## src/shared/mbm_pkg.sv

```systemverilog
// Package for the microcontroller buffer address mapper.
// Assumes an 8-bit microcontroller bus and a 20-bit DRAM buffer address.
package mbm_pkg;
   localparam logic [15:0] MBM_PROG_CTRL_ADDR = 16'hf09f;
   localparam logic [15:0] MBM_PAGE_ADDR = 16'hf0ff;
   localparam logic [15:0] MBM_FRM_LO_ADDR = 16'hf0f6;
   localparam logic [15:0] MBM_FRM_HI_ADDR = 16'hf0f7;
   localparam logic [7:0] MBM_PROG_CTRL_RESET = 8'h00;
   localparam logic [7:0] MBM_PAGE_RESET = 8'h00;
   localparam logic [8:0] MBM_FRAME_RESET = 9'h000;
   localparam int MBM_PRG_DATA_BIT = 7;
   localparam int MBM_PRG_WIN_BIT = 6;
   localparam int MBM_PRG_TOP_BIT = 5;
   localparam int MBM_PRG_INV_BIT = 4;
   localparam int MBM_PAGE_W = 5;
   localparam int MBM_PAGE_RD_W = 6;
   localparam logic [19:0] MBM_FRAME_BYTES = 20'h00c00;
   localparam logic [3:0] MBM_REG_NIBBLE = 4'hf;
   typedef enum logic [4:0] {
      MBM_REGION_LINEAR = 5'b00001,
      MBM_REGION_FRAME = 5'b00010,
      MBM_REGION_UNUSED = 5'b00100,
      MBM_REGION_CTRL = 5'b01000,
      MBM_REGION_PROG = 5'b10000
   } mbm_region_t;
endpackage

```

## src/design/mbm_frame_calc.sv

```systemverilog
// Frame window address arithmetic with wrap between start and last frame.
// Assumes start_frame <= last_frame; all inputs on ref_clk.
`timescale 1ns/10ps
module mbm_frame_calc
   import mbm_pkg::*;
(
   input wire logic [8:0] frame_num,
   input wire logic [1:0] frame_sel,
   input wire logic [8:0] start_frame,
   input wire logic [8:0] last_frame,
   input wire logic [11:0] offset,
   output logic [19:0] buf_addr
);
   logic [9:0] raw_sum;
   logic [9:0] over;
   logic [8:0] frame_eff;
   logic [19:0] product;

   assign raw_sum = {1'b0, frame_num} + {8'h00, frame_sel};
   assign over = raw_sum - {1'b0, last_frame};
   // Wrapped frames continue from the start pointer
   assign frame_eff = (raw_sum > {1'b0, last_frame}) ?
      9'(start_frame + over[8:0] - 9'h001) : raw_sum[8:0];
   assign product = 20'(frame_eff * MBM_FRAME_BYTES);
   assign buf_addr = product + {8'h00, offset};
endmodule

```

## src/design/mbm_mapper.sv

```systemverilog
// Top of the microcontroller buffer address mapper.
// Assumes microcontroller strobes are synchronous to ref_clk, one-cycle pulses.
// Functional notes
// - Page bits 4..0 drive buffer address bits 19..15 for linear window accesses.
// - A page register write changes the DRAM address at once, even mid-cycle.
// - Addresses 0000-7fff go to the buffer as linear memory using the page register.
// - Window 8000-8fff addresses frame number times 3 k plus the low 12 address bits.
// - Window 9000-9fff does the same with frame number plus one.
// - Window a000-afff does the same with frame number plus two.
// - Frames past the last pointer wrap to the start pointer onward.
// - Addresses b000-efff start no buffer cycle; buf_addr goes low unless a DRAM access is still running.
// - Program memory remap controls act only while data-as-program is set.
// - Data-as-program steers data accesses to program SRAM and blocks DRAM cycles.
// - Window enable splits program memory into 32 kbyte windows chosen by select.
// - Select low picks the bottom window, high the top window.
// - Invert bit flips program address bit 15 on data accesses.
// - Linear address is low 15 bits plus 32768 times the page value.
// - Frame counter loads on high byte write; low byte must be written first.
// - A frame counter load waits until a running frame-window DRAM access ends.
`timescale 1ns/10ps
module mbm_mapper
   import mbm_pkg::*;
(
   input wire logic ref_clk,
   input wire logic resetn,
   input wire logic clk_en,
   input wire logic [15:0] mcu_addr,
   input wire logic [7:0] mcu_wdata,
   input wire logic mcu_data_rd,
   input wire logic mcu_data_wr,
   input wire logic mcu_prog_rd,
   input wire logic dram_done,
   input wire logic [8:0] start_frame_pointer,
   input wire logic [8:0] last_frame_pointer,
   output logic [19:0] buf_addr,
   output logic dram_req,
   output logic [15:0] prog_addr,
   output logic prog_req,
   output logic reg_sel,
   output logic [7:0] reg_rdata
);
   logic [7:0] prog_ctrl_reg;
   logic [MBM_PAGE_W-1:0] page_reg;
   logic [7:0] frm_lo_reg;
   logic [8:0] micro_frame_number;
   logic frm_pend_reg;
   logic [8:0] frm_pend_val_reg;
   logic frm_busy_reg;
   logic [19:0] buf_addr_reg;
   logic dram_req_reg;
   logic [15:0] prog_addr_reg;
   logic prog_req_reg;
   logic reg_sel_reg;
   logic [7:0] reg_rdata_reg;
   logic [15:0] cur_addr_reg;
   logic cur_lin_reg;
   mbm_region_t region;
   logic data_acc;
   logic data_as_program;
   logic program_window_enable;
   logic sel_top;
   logic invert_top_address_bit;
   logic [19:0] frame_addr;
   logic [19:0] lin_addr;
   logic [19:0] buf_next;
   logic [15:0] prog_next;
   logic prog_top;
   logic dram_next;
   logic frm_load;
   logic [7:0] rd_next;

   function automatic mbm_region_t mbm_decode(input logic [15:0] a);
      if (!a[15])
         return MBM_REGION_LINEAR;
      else if (a[14:12] <= 3'h2)
         return MBM_REGION_FRAME;
      else if (a[15:12] == MBM_REG_NIBBLE)
         return MBM_REGION_CTRL;
      else
         return MBM_REGION_UNUSED;
   endfunction

   assign data_acc = mcu_data_rd | mcu_data_wr;
   assign region = mbm_decode(mcu_addr);
   assign data_as_program = prog_ctrl_reg[MBM_PRG_DATA_BIT];
   assign program_window_enable = data_as_program & prog_ctrl_reg[MBM_PRG_WIN_BIT];
   assign sel_top = prog_ctrl_reg[MBM_PRG_TOP_BIT];
   assign invert_top_address_bit = data_as_program & prog_ctrl_reg[MBM_PRG_INV_BIT];

   mbm_frame_calc u_frame_calc (
      .frame_num(micro_frame_number),
      .frame_sel(mcu_addr[13:12]),
      .start_frame(start_frame_pointer),
      .last_frame(last_frame_pointer),
      .offset(mcu_addr[11:0]),
      .buf_addr(frame_addr)
   );

   assign lin_addr = {page_reg, mcu_addr[14:0]};
   assign buf_next = (region == MBM_REGION_LINEAR) ? lin_addr :
      (region == MBM_REGION_FRAME) ? frame_addr : 20'h00000;
   // Data strobes reach DRAM only outside the register and unused ranges
   assign dram_next = data_acc && !data_as_program &&
      (region == MBM_REGION_LINEAR || region == MBM_REGION_FRAME);
   assign prog_top = program_window_enable ? sel_top : mcu_addr[15];
   assign prog_next = {prog_top ^ (invert_top_address_bit & data_acc),
      mcu_addr[14:0]};
   assign frm_load = frm_pend_reg && !frm_busy_reg;
   assign rd_next = (mcu_addr == MBM_PROG_CTRL_ADDR) ? prog_ctrl_reg :
      (mcu_addr == MBM_PAGE_ADDR) ? {{(8 - MBM_PAGE_W){1'b0}}, page_reg} :
      (mcu_addr == MBM_FRM_LO_ADDR) ? micro_frame_number[7:0] :
      (mcu_addr == MBM_FRM_HI_ADDR) ? {7'h00, micro_frame_number[8]} : 8'h00;

   always_ff @(posedge ref_clk)
   begin
      if (!resetn)
      begin
         prog_ctrl_reg <= MBM_PROG_CTRL_RESET;
         page_reg <= MBM_PAGE_RESET[MBM_PAGE_W-1:0];
         frm_lo_reg <= 8'h00;
         micro_frame_number <= MBM_FRAME_RESET;
         frm_pend_reg <= 1'b0;
         frm_pend_val_reg <= MBM_FRAME_RESET;
         frm_busy_reg <= 1'b0;
         cur_lin_reg <= 1'b0;
         cur_addr_reg <= 16'h0000;
      end
      else if (clk_en)
      begin
         if (mcu_data_wr && mcu_addr == MBM_PROG_CTRL_ADDR)
            prog_ctrl_reg <= {mcu_wdata[7:4], 4'h0};
         if (mcu_data_wr && mcu_addr == MBM_PAGE_ADDR)
            page_reg <= mcu_wdata[MBM_PAGE_W-1:0];
         if (mcu_data_wr && mcu_addr == MBM_FRM_LO_ADDR)
            frm_lo_reg <= mcu_wdata;
         if (mcu_data_wr && mcu_addr == MBM_FRM_HI_ADDR)
         begin
            frm_pend_reg <= 1'b1;
            frm_pend_val_reg <= {mcu_wdata[0], frm_lo_reg};
         end
         else if (frm_load)
            frm_pend_reg <= 1'b0;
         if (frm_load)
            micro_frame_number <= frm_pend_val_reg;
         if (dram_next)
         begin
            frm_busy_reg <= (region == MBM_REGION_FRAME);
            cur_lin_reg <= (region == MBM_REGION_LINEAR);
            cur_addr_reg <= mcu_addr;
         end
         else if (dram_done)
         begin
            frm_busy_reg <= 1'b0;
            cur_lin_reg <= 1'b0;
         end
      end
   end

   always_ff @(posedge ref_clk)
   begin
      if (!resetn)
      begin
         buf_addr_reg <= 20'h00000;
         dram_req_reg <= 1'b0;
         prog_addr_reg <= 16'h0000;
         prog_req_reg <= 1'b0;
         reg_sel_reg <= 1'b0;
         reg_rdata_reg <= 8'h00;
      end
      else if (clk_en)
      begin
         if (dram_next)
            buf_addr_reg <= buf_next;
         else if (cur_lin_reg)
            buf_addr_reg <= {page_reg, cur_addr_reg[14:0]};
         else if (!frm_busy_reg)
            buf_addr_reg <= 20'h00000;
         dram_req_reg <= dram_next;
         prog_addr_reg <= prog_next;
         prog_req_reg <= mcu_prog_rd | (data_acc & data_as_program);
         reg_sel_reg <= data_acc && region == MBM_REGION_CTRL;
         reg_rdata_reg <= (mcu_data_rd && region == MBM_REGION_CTRL) ? rd_next : 8'h00;
      end
   end

   assign buf_addr = buf_addr_reg;
   assign dram_req = dram_req_reg;
   assign prog_addr = prog_addr_reg;
   assign prog_req = prog_req_reg;
   assign reg_sel = reg_sel_reg;
   assign reg_rdata = reg_rdata_reg;

   no_dram_ctrl_a: assert property (@(posedge ref_clk) disable iff (!resetn)
      clk_en && data_acc && region == MBM_REGION_CTRL |=> !dram_req)
      else $error("control register access started a DRAM cycle");
   unused_low_a: assert property (@(posedge ref_clk) disable iff (!resetn)
      clk_en && data_acc && region == MBM_REGION_UNUSED && !frm_busy_reg && !cur_lin_reg
      |=> !dram_req && buf_addr == 20'h00000)
      else $error("unused range reached the buffer");
   data_as_program_block_a: assert property (@(posedge ref_clk) disable iff (!resetn)
      clk_en && data_acc && data_as_program |=> !dram_req && prog_req)
      else $error("data-as-program did not steer access");
   linear_addr_a: assert property (@(posedge ref_clk) disable iff (!resetn)
      clk_en && data_acc && !data_as_program && !mcu_addr[15]
      |=> buf_addr == {$past(page_reg), $past(mcu_addr[14:0])})
      else $error("linear address wrong");
   page_live_a: assert property (@(posedge ref_clk) disable iff (!resetn)
      clk_en && cur_lin_reg && !dram_next |=> buf_addr[19:15] == $past(page_reg))
      else $error("page change not applied to running cycle");
   frame_hold_a: assert property (@(posedge ref_clk) disable iff (!resetn)
      frm_busy_reg && !dram_done |=> $stable(micro_frame_number))
      else $error("frame counter changed during frame access");
   frame_lo_a: assert property (@(posedge ref_clk) disable iff (!resetn)
      clk_en && mcu_data_wr && mcu_addr == MBM_FRM_LO_ADDR && !frm_pend_reg
      |=> $stable(micro_frame_number))
      else $error("low byte write loaded counter");
   window_top_a: assert property (@(posedge ref_clk) disable iff (!resetn)
      clk_en && program_window_enable && !invert_top_address_bit
      |=> prog_addr[15] == $past(sel_top))
      else $error("program window select wrong");
   invert_off_a: assert property (@(posedge ref_clk) disable iff (!resetn)
      clk_en && !data_as_program |=> prog_addr == $past(mcu_addr))
      else $error("remap active without data-as-program");
endmodule

```

## config.mk

```make
export PLATFORM = sky130hd
export DESIGN_NAME = mbm_mapper
export DESIGN_NICKNAME = d
export VERILOG_FILES = /design/src/shared/mbm_pkg.sv /design/src/design/mbm_frame_calc.sv /design/src/design/mbm_mapper.sv
export SDC_FILE = /design/constraint.sdc
export NUM_CORES = 1
export LEC_CHECK = 0
export BUFFER_PORTS_ARGS = -buffer_cell sky130_fd_sc_hd__buf_2
export CORE_MARGIN = 2
export CORE_UTILIZATION = 58
export CTS_CLUSTER_DIAMETER = 200
export DETAILED_ROUTE_END_ITERATION = 10
export HOLD_SLACK_MARGIN = 0.02
export PLACE_DENSITY_LB_ADDON = 0.08
export RECOVER_POWER = 25
export SYNTH_ARGS = -nofsm -noshare
export SYNTH_HDL_FRONTEND = slang
export SYNTH_HIERARCHICAL = 1
export SYNTH_SLANG_ARGS = --single-unit
```

## constraint.sdc

```tcl
create_clock -name ref_clk -period 8.3 [get_ports ref_clk]
set_input_delay 1.66 -clock ref_clk [delete_from_list [all_inputs] [get_ports ref_clk]]
set_output_delay 1.66 -clock ref_clk [all_outputs]
set_load 0.03 [all_outputs]
```

# == Yosys cells after proc, flatten, opt, wreduce, memory -nomap -nowiden ==
# Index checks and enable logic that the tools add are counted.
# totals
latch_bits,0
elab_cells,82
mem_count,0
output_inout_bits,47
ramBits,0
ff_bits,100
input_bits,49
romBits,0
# op_classes
mux,20
div_mod_pow,0
bitwise_logic,7
n_lt_le_gt_ge,2
addsub,5
eq_ne,9
shifts,0
multipliers,1
n_reduce_logical,23
# ops
op,n
two-way mux 20 bit,5
== test 16 bit (second input constant),4
two-way mux 8 bit,4
adder 20 x 12 -> 20 bit,1
AND reduction 2 bit,9
two-way mux 4 bit,3
adder 9 x 2 -> 10 bit,1
greater-than comparator 10 x 9 -> 1 bit,1
multiplier 9 x 2 -> 10 bit (second input constant),1
adder 9 bit,1
logical AND 1 bit,9
two-way mux 9 bit,1
subtractor 9 x 1 -> 9 bit (second input constant),1
subtractor 9 bit,1
two-way mux 1 bit,7
== test 5 x 1 -> 1 bit (second input constant),1
== test 5 x 2 -> 1 bit (second input constant),1
== test 5 x 4 -> 1 bit (second input constant),1
bitwise AND 1 bit,4
== test 4 bit (second input constant),1
nonzero test 2 bit,2
<= comparator 3 x 2 -> 1 bit (second input constant),1
!= test 3 x 1 -> 1 bit (second input constant),1
zero test 1 bit,2
3 further kinds,4

# == Longest topological paths before layout ==
# depth
ltp_word,10
mapped_depth,29
depth_no_buf,26

# == Hierarchy ==
# The synthesis kept the hierarchy.
# by_module_without_submodules
mod,n_inst,area_each_um2,seq_area_each_um2,cells_each
mbm_mapper,1,4254.1,2001.9,500
mbm_frame_calc,1,2366.0,0.0,324

# == Worst setup path before layout ==
# No wires, ideal clock.
# synth_path
kind,input -> register
startpoint,input port mcu_addr[12]
endpoint,"register buf_addr_reg[18], in the netlist buf_addr[18]"
n_path_buf,3
t_arrival_ps,7528
setup_ps,123
slack_ps,649
path_stages,27
cell_sequence,ha_1 > fa_1 > buf_2 > nand4_1 > or2_2 > xor2_1 > inv_1 > ha_1 > nand4_1 > or4_4 > o22ai_2 > nor2_2 > clkbuf_1 > clkbuf_1 > nand2_1 > o21ai_0 > ha_1 > fa_1 > a41oi_1 > nand3_1 > o211a_1 > a2111o_1 > a2111o_1 > nor4b_2 > xnor2_1 > a221oi_1 > nor2_1
# synth_between
elab_chain_len,10
elab_cells_between_ends,22
cone_classes,add/sub (5); mul (1); order compare (2); eq/ne (4); mux (7); reduce/logical (3)
# synth_rtl
item,line,text
"start, declared",mbm_mapper.sv:27,"input wire logic [15:0] mcu_addr,"
adder 9 x 2 -> 10 bit (*),mbm_frame_calc.sv:19,"assign raw_sum = {1'b0, frame_num} + {8'h00, frame_sel};"
subtractor 9 bit,mbm_frame_calc.sv:20,"assign over = raw_sum - {1'b0, last_frame};"
adder 9 bit,mbm_frame_calc.sv:23,9'(start_frame + over[8:0] - 9'h001) : raw_sum[8:0];
subtractor 9 x 1 -> 9 bit,mbm_frame_calc.sv:23,
two-way mux 9 bit (*),mbm_frame_calc.sv:22,"assign frame_eff = (raw_sum > {1'b0, last_frame}) ?"
multiplier 9 x 2 -> 10 bit (*),mbm_frame_calc.sv:24,assign product = 20'(frame_eff * MBM_FRAME_BYTES);
adder 20 x 12 -> 20 bit (*),mbm_frame_calc.sv:25,"assign buf_addr = product + {8'h00, offset};"
named net frame_addr[18],mbm_mapper.sv:63,logic [19:0] frame_addr;
two-way mux 20 bit (*),mbm_mapper.sv:101,(region == MBM_REGION_FRAME) ? frame_addr : 20'h00000;
two-way mux 20 bit (*),mbm_mapper.sv:100,assign buf_next = (region == MBM_REGION_LINEAR) ? lin_addr :
two-way mux 20 bit (*),mbm_mapper.sv:172,if (dram_next)
"end signal, assigned",mbm_mapper.sv:173,buf_addr_reg <= buf_next;
"end signal, assigned",mbm_mapper.sv:175,"buf_addr_reg <= {page_reg, cur_addr_reg[14:0]};"
"end, declared",mbm_mapper.sv:49,logic [19:0] buf_addr_reg;
# Mark *: on every way through the listed nets, which the timed path passes. The rest lies on a longest branch.
# A chain may end at the register's enable or synchronous reset.

# == Worst setup path in the final report ==
# layout_path
startpoint,input port mcu_addr[12]
endpoint,"register buf_addr_reg[19], in the netlist buf_addr[19]"
# Same word-level chain as after synthesis.

==> results.ini <==
[run_status]
outcome = finished with violations
violations = capacitance limit, slew limit

[critical_path]
worstReg2RegStart = micro_frame_number[0]
start_kind = input port
critical_path_class = input port to flop
worstPathMaxFanout = 9
crit_start = mcu_addr[12]
critPathArrivalTime_ns = 8.04
crit_required_ns = 8.53
end_kind = flop
worstRegToRegCells = 26

[die]
coreArea_um2 = 11300
start_util_pct = 58.7
row_count = 39
die_x_um = 111
ios = 96
die_h_um = 111
die-area_um2 = 12300

[final_layout]
largest_register_ffs = 20
nets = 974
layout-drive-gt1-share_pct = 12.4
finalNonFillerCells = 1036
final_cell_area_um2 = 7360
n_antenna_cell = 0
final_util_pct = 65.3
syn_to_final_growth_pct = 11.2

[timing]
fmax_mhz = 128
skew_ns = 0.00872
slew_headroom_pct = -13.9
slew_violations = 31
fin_crit_ns = 7.81
hold_ws_ns = 0.453
fin_crit_sh_pct = 94.1
rsz0062_at_grt = no
tns_ns = 0
hold_viol = 0
worst_pin_slew_ns = 1.71
setup_viol = 0

[placed_design]
post_dp_cell_area_um2 = 7110
gp_congestion = 0.952
hpwl_um = 14000
place_inst = 1021
portBuffers = 95

[clocking]
ctsHoldBuffers = 0
cts_made_buffers = 9
insertion_delay_ns = 0.35
h-tree-depth = 3
path_clk_slew_ns = 0.07
tritoncts = done
cts_num_sinks = 100
cts-root-buf = clkbuf_16
clock_path_buffers = 2
cts_resized = 0
cts_setup_buffers = 0

[logic_synthesis]
async_flop_share_pct = 0
synthTopCellsByArea = dfxtp_1 30%, mux2i_1 8.3%, nor2_1 6.6%
synth_edf_count = 0
synth_top_area_cell = dfxtp_1
synth_fp_nets = 909
synth_cell_types = 78
ys_seq_area_share_pct = 30.2
synth.avg_cell_area_um2 = 8.03
yosysWarnings = 6
synth_top_cell_area_share_pct = 30.2
netlist_area_um2 = 6620
synth-seq-cells = 100
synthesis.instances = 824
synthFlopType = dfxtp_1

[global_routing]
antenna_found_initial = 0
grt_pass1_wl_um = 30100
track_usage_pct = 29.9
grt_start_max_net_pins = 42
grt_pass1_vias = 5973
overflow = 0

[drt]
drtPass1Iterations = 5
detail_route.vias_per_cell = 6.11
drtAntennaViolNets = 0
vias = 6326
drtIter0Drc = 602
drt-total-wl_um = 18600
avgRoutedWirePerCell_um = 18.0
drc_errors = 0

[hold_path]
hp-start = frm_pend_val_reg[4]
hold_depth = 2
hold_path.class = flop to flop

[power]
vdd_ir_drop_max_uv = 165
p_leak_nw = 3.19
powerDensity_nw_per_um2 = 162

[flow_run]
drv_cap = 1

-- cell usage in the layout (no fill, tap or decap), drive strengths merged, types with 4 or more instances in the layout --
cell and instances:
a21oi 44, and2 4, o22ai 18, mux2i 55, nand2b 7, xnor2 19
inv 41, and3 9, a211oi 7, ha 24, clkbuf 48, or2 5
buf 71, maj3 4, a221oi 6, nor2b 21, nand2 75, nand3 20
fa 12, xor2 12, nand4 12, nor3 9, a31oi 18, o21ai 54
nor2 118, o31ai 4, nor4 7, a21o 7, dfxtp 100, nor4b 6
a22oi 7
-- report_power, final --
| part | internal (mW) | switching, mW | leakage [nW] |
|---|---|---|---|
| sequential | 0.496 | 0.00928 | 0.816 |
| combinational | 0.0900 | 0.177 | 2.23 |
| clock | 0.230 | 0.187 | 0.147 |
-- layout make-up --
type	instances	area (um2)
clock inverter	3	28.8
clock buffer	12	267
inverter	40	153
fill	979	3910
timing repair buffer	107	520
multi-input combinational	631	4220
sequential	100	2000
tap	143	179
-- per-stage QoR --
step,power [mW],setup slack (ns)
5_1_grt,1.24,0.108
4_1_cts,1.19,0.560
6_report,1.19,0.489
2_1_floorplan,0.701,0.649
3_3_place_gp,0.776,0.503
3_5_place_dp,0.778,0.227
-- synth_stat cells, types with 3 or more instances --
cell / count
nor2_1: 117
dfxtp_1: 100
nand2_1: 75
mux2i_1: 55
o21ai_0: 53
a21oi_1: 43
inv_1: 37
clkbuf_1: 36
ha_1: 24
nor2b_1: 21
nand3_1: 20
a31oi_1: 18
xnor2_1: 17
o22ai_1: 16
fa_1: 12
buf_4: 11
nand4_1: 11
xor2_1: 11
and3_1: 9
nor3_1: 9
a21o_1: 7
a22oi_1: 7
nand2b_1: 7
a211oi_1: 6
a221oi_1: 6
nor4_1: 5
and2_1: 4
o31ai_1: 4
or2_2: 4
a211o_1: 3
and4_1: 3
buf_1: 3
maj3_1: 3
nand3b_1: 3
nor4b_1: 3
o32ai_1: 3
or3_1: 3
-- worst paths after layout --
kind,slack (ns),to
worst max-delay path,0.49,buf_addr[19]
worst min-delay path,0.45,frm_pend_val_reg[4]
worst max register to register,1.66,buf_addr[19]
worst min register to register,0.45,frm_pend_val_reg[4]
-- per-layer routing --
metal	vias up	GRT usage (%)	wire, um
met3	33	4.76	1010
li1	3042	-	-
met4	0	8.50	298
met5	-	0	0
met2	216	48.2	8710
met1	3035	41.8	8600
-- worst max-delay path: stages --
cell and delay (ns):
buf_2 0.19, ha_1 0.28, fa_1 0.23, nand4_1 0.15, or2_2 0.33, xor2_1 0.28, inv_1 0.20, ha_1 0.34
a41oi_1 0.19, o21ai_0 0.13, a211o_1 0.31, a211oi_2 0.41, nor2_2 0.13, nand2_1 0.09, o21ai_0 0.19, ha_1 0.29
fa_1 0.47, nand3_1 0.10, nor3_1 0.06, nor3_1 0.34, nor4b_1 0.10, a2111o_1 0.36, a2111o_1 0.42, nor4_1 0.30
xnor2_1 0.10, a221oi_1 0.31, nor2_1 0.08
-- kinds of logic (layout without fill, tap and decap cells) --
family,Yosys count,in the layout,share of synthesized area [%]
XOR/XNOR,31,31,4.44
flip-flops,100,100,30.2
adder cells (fa/ha/maj),40,40,8.79
buffers and inverters,93,162,6.09
AO/OA/AOI/OAI,195,195,19.0
AND/OR/NAND/NOR,310,310,23.1
multiplexers,55,55,8.32
Power figures use the tool's default switching activity.
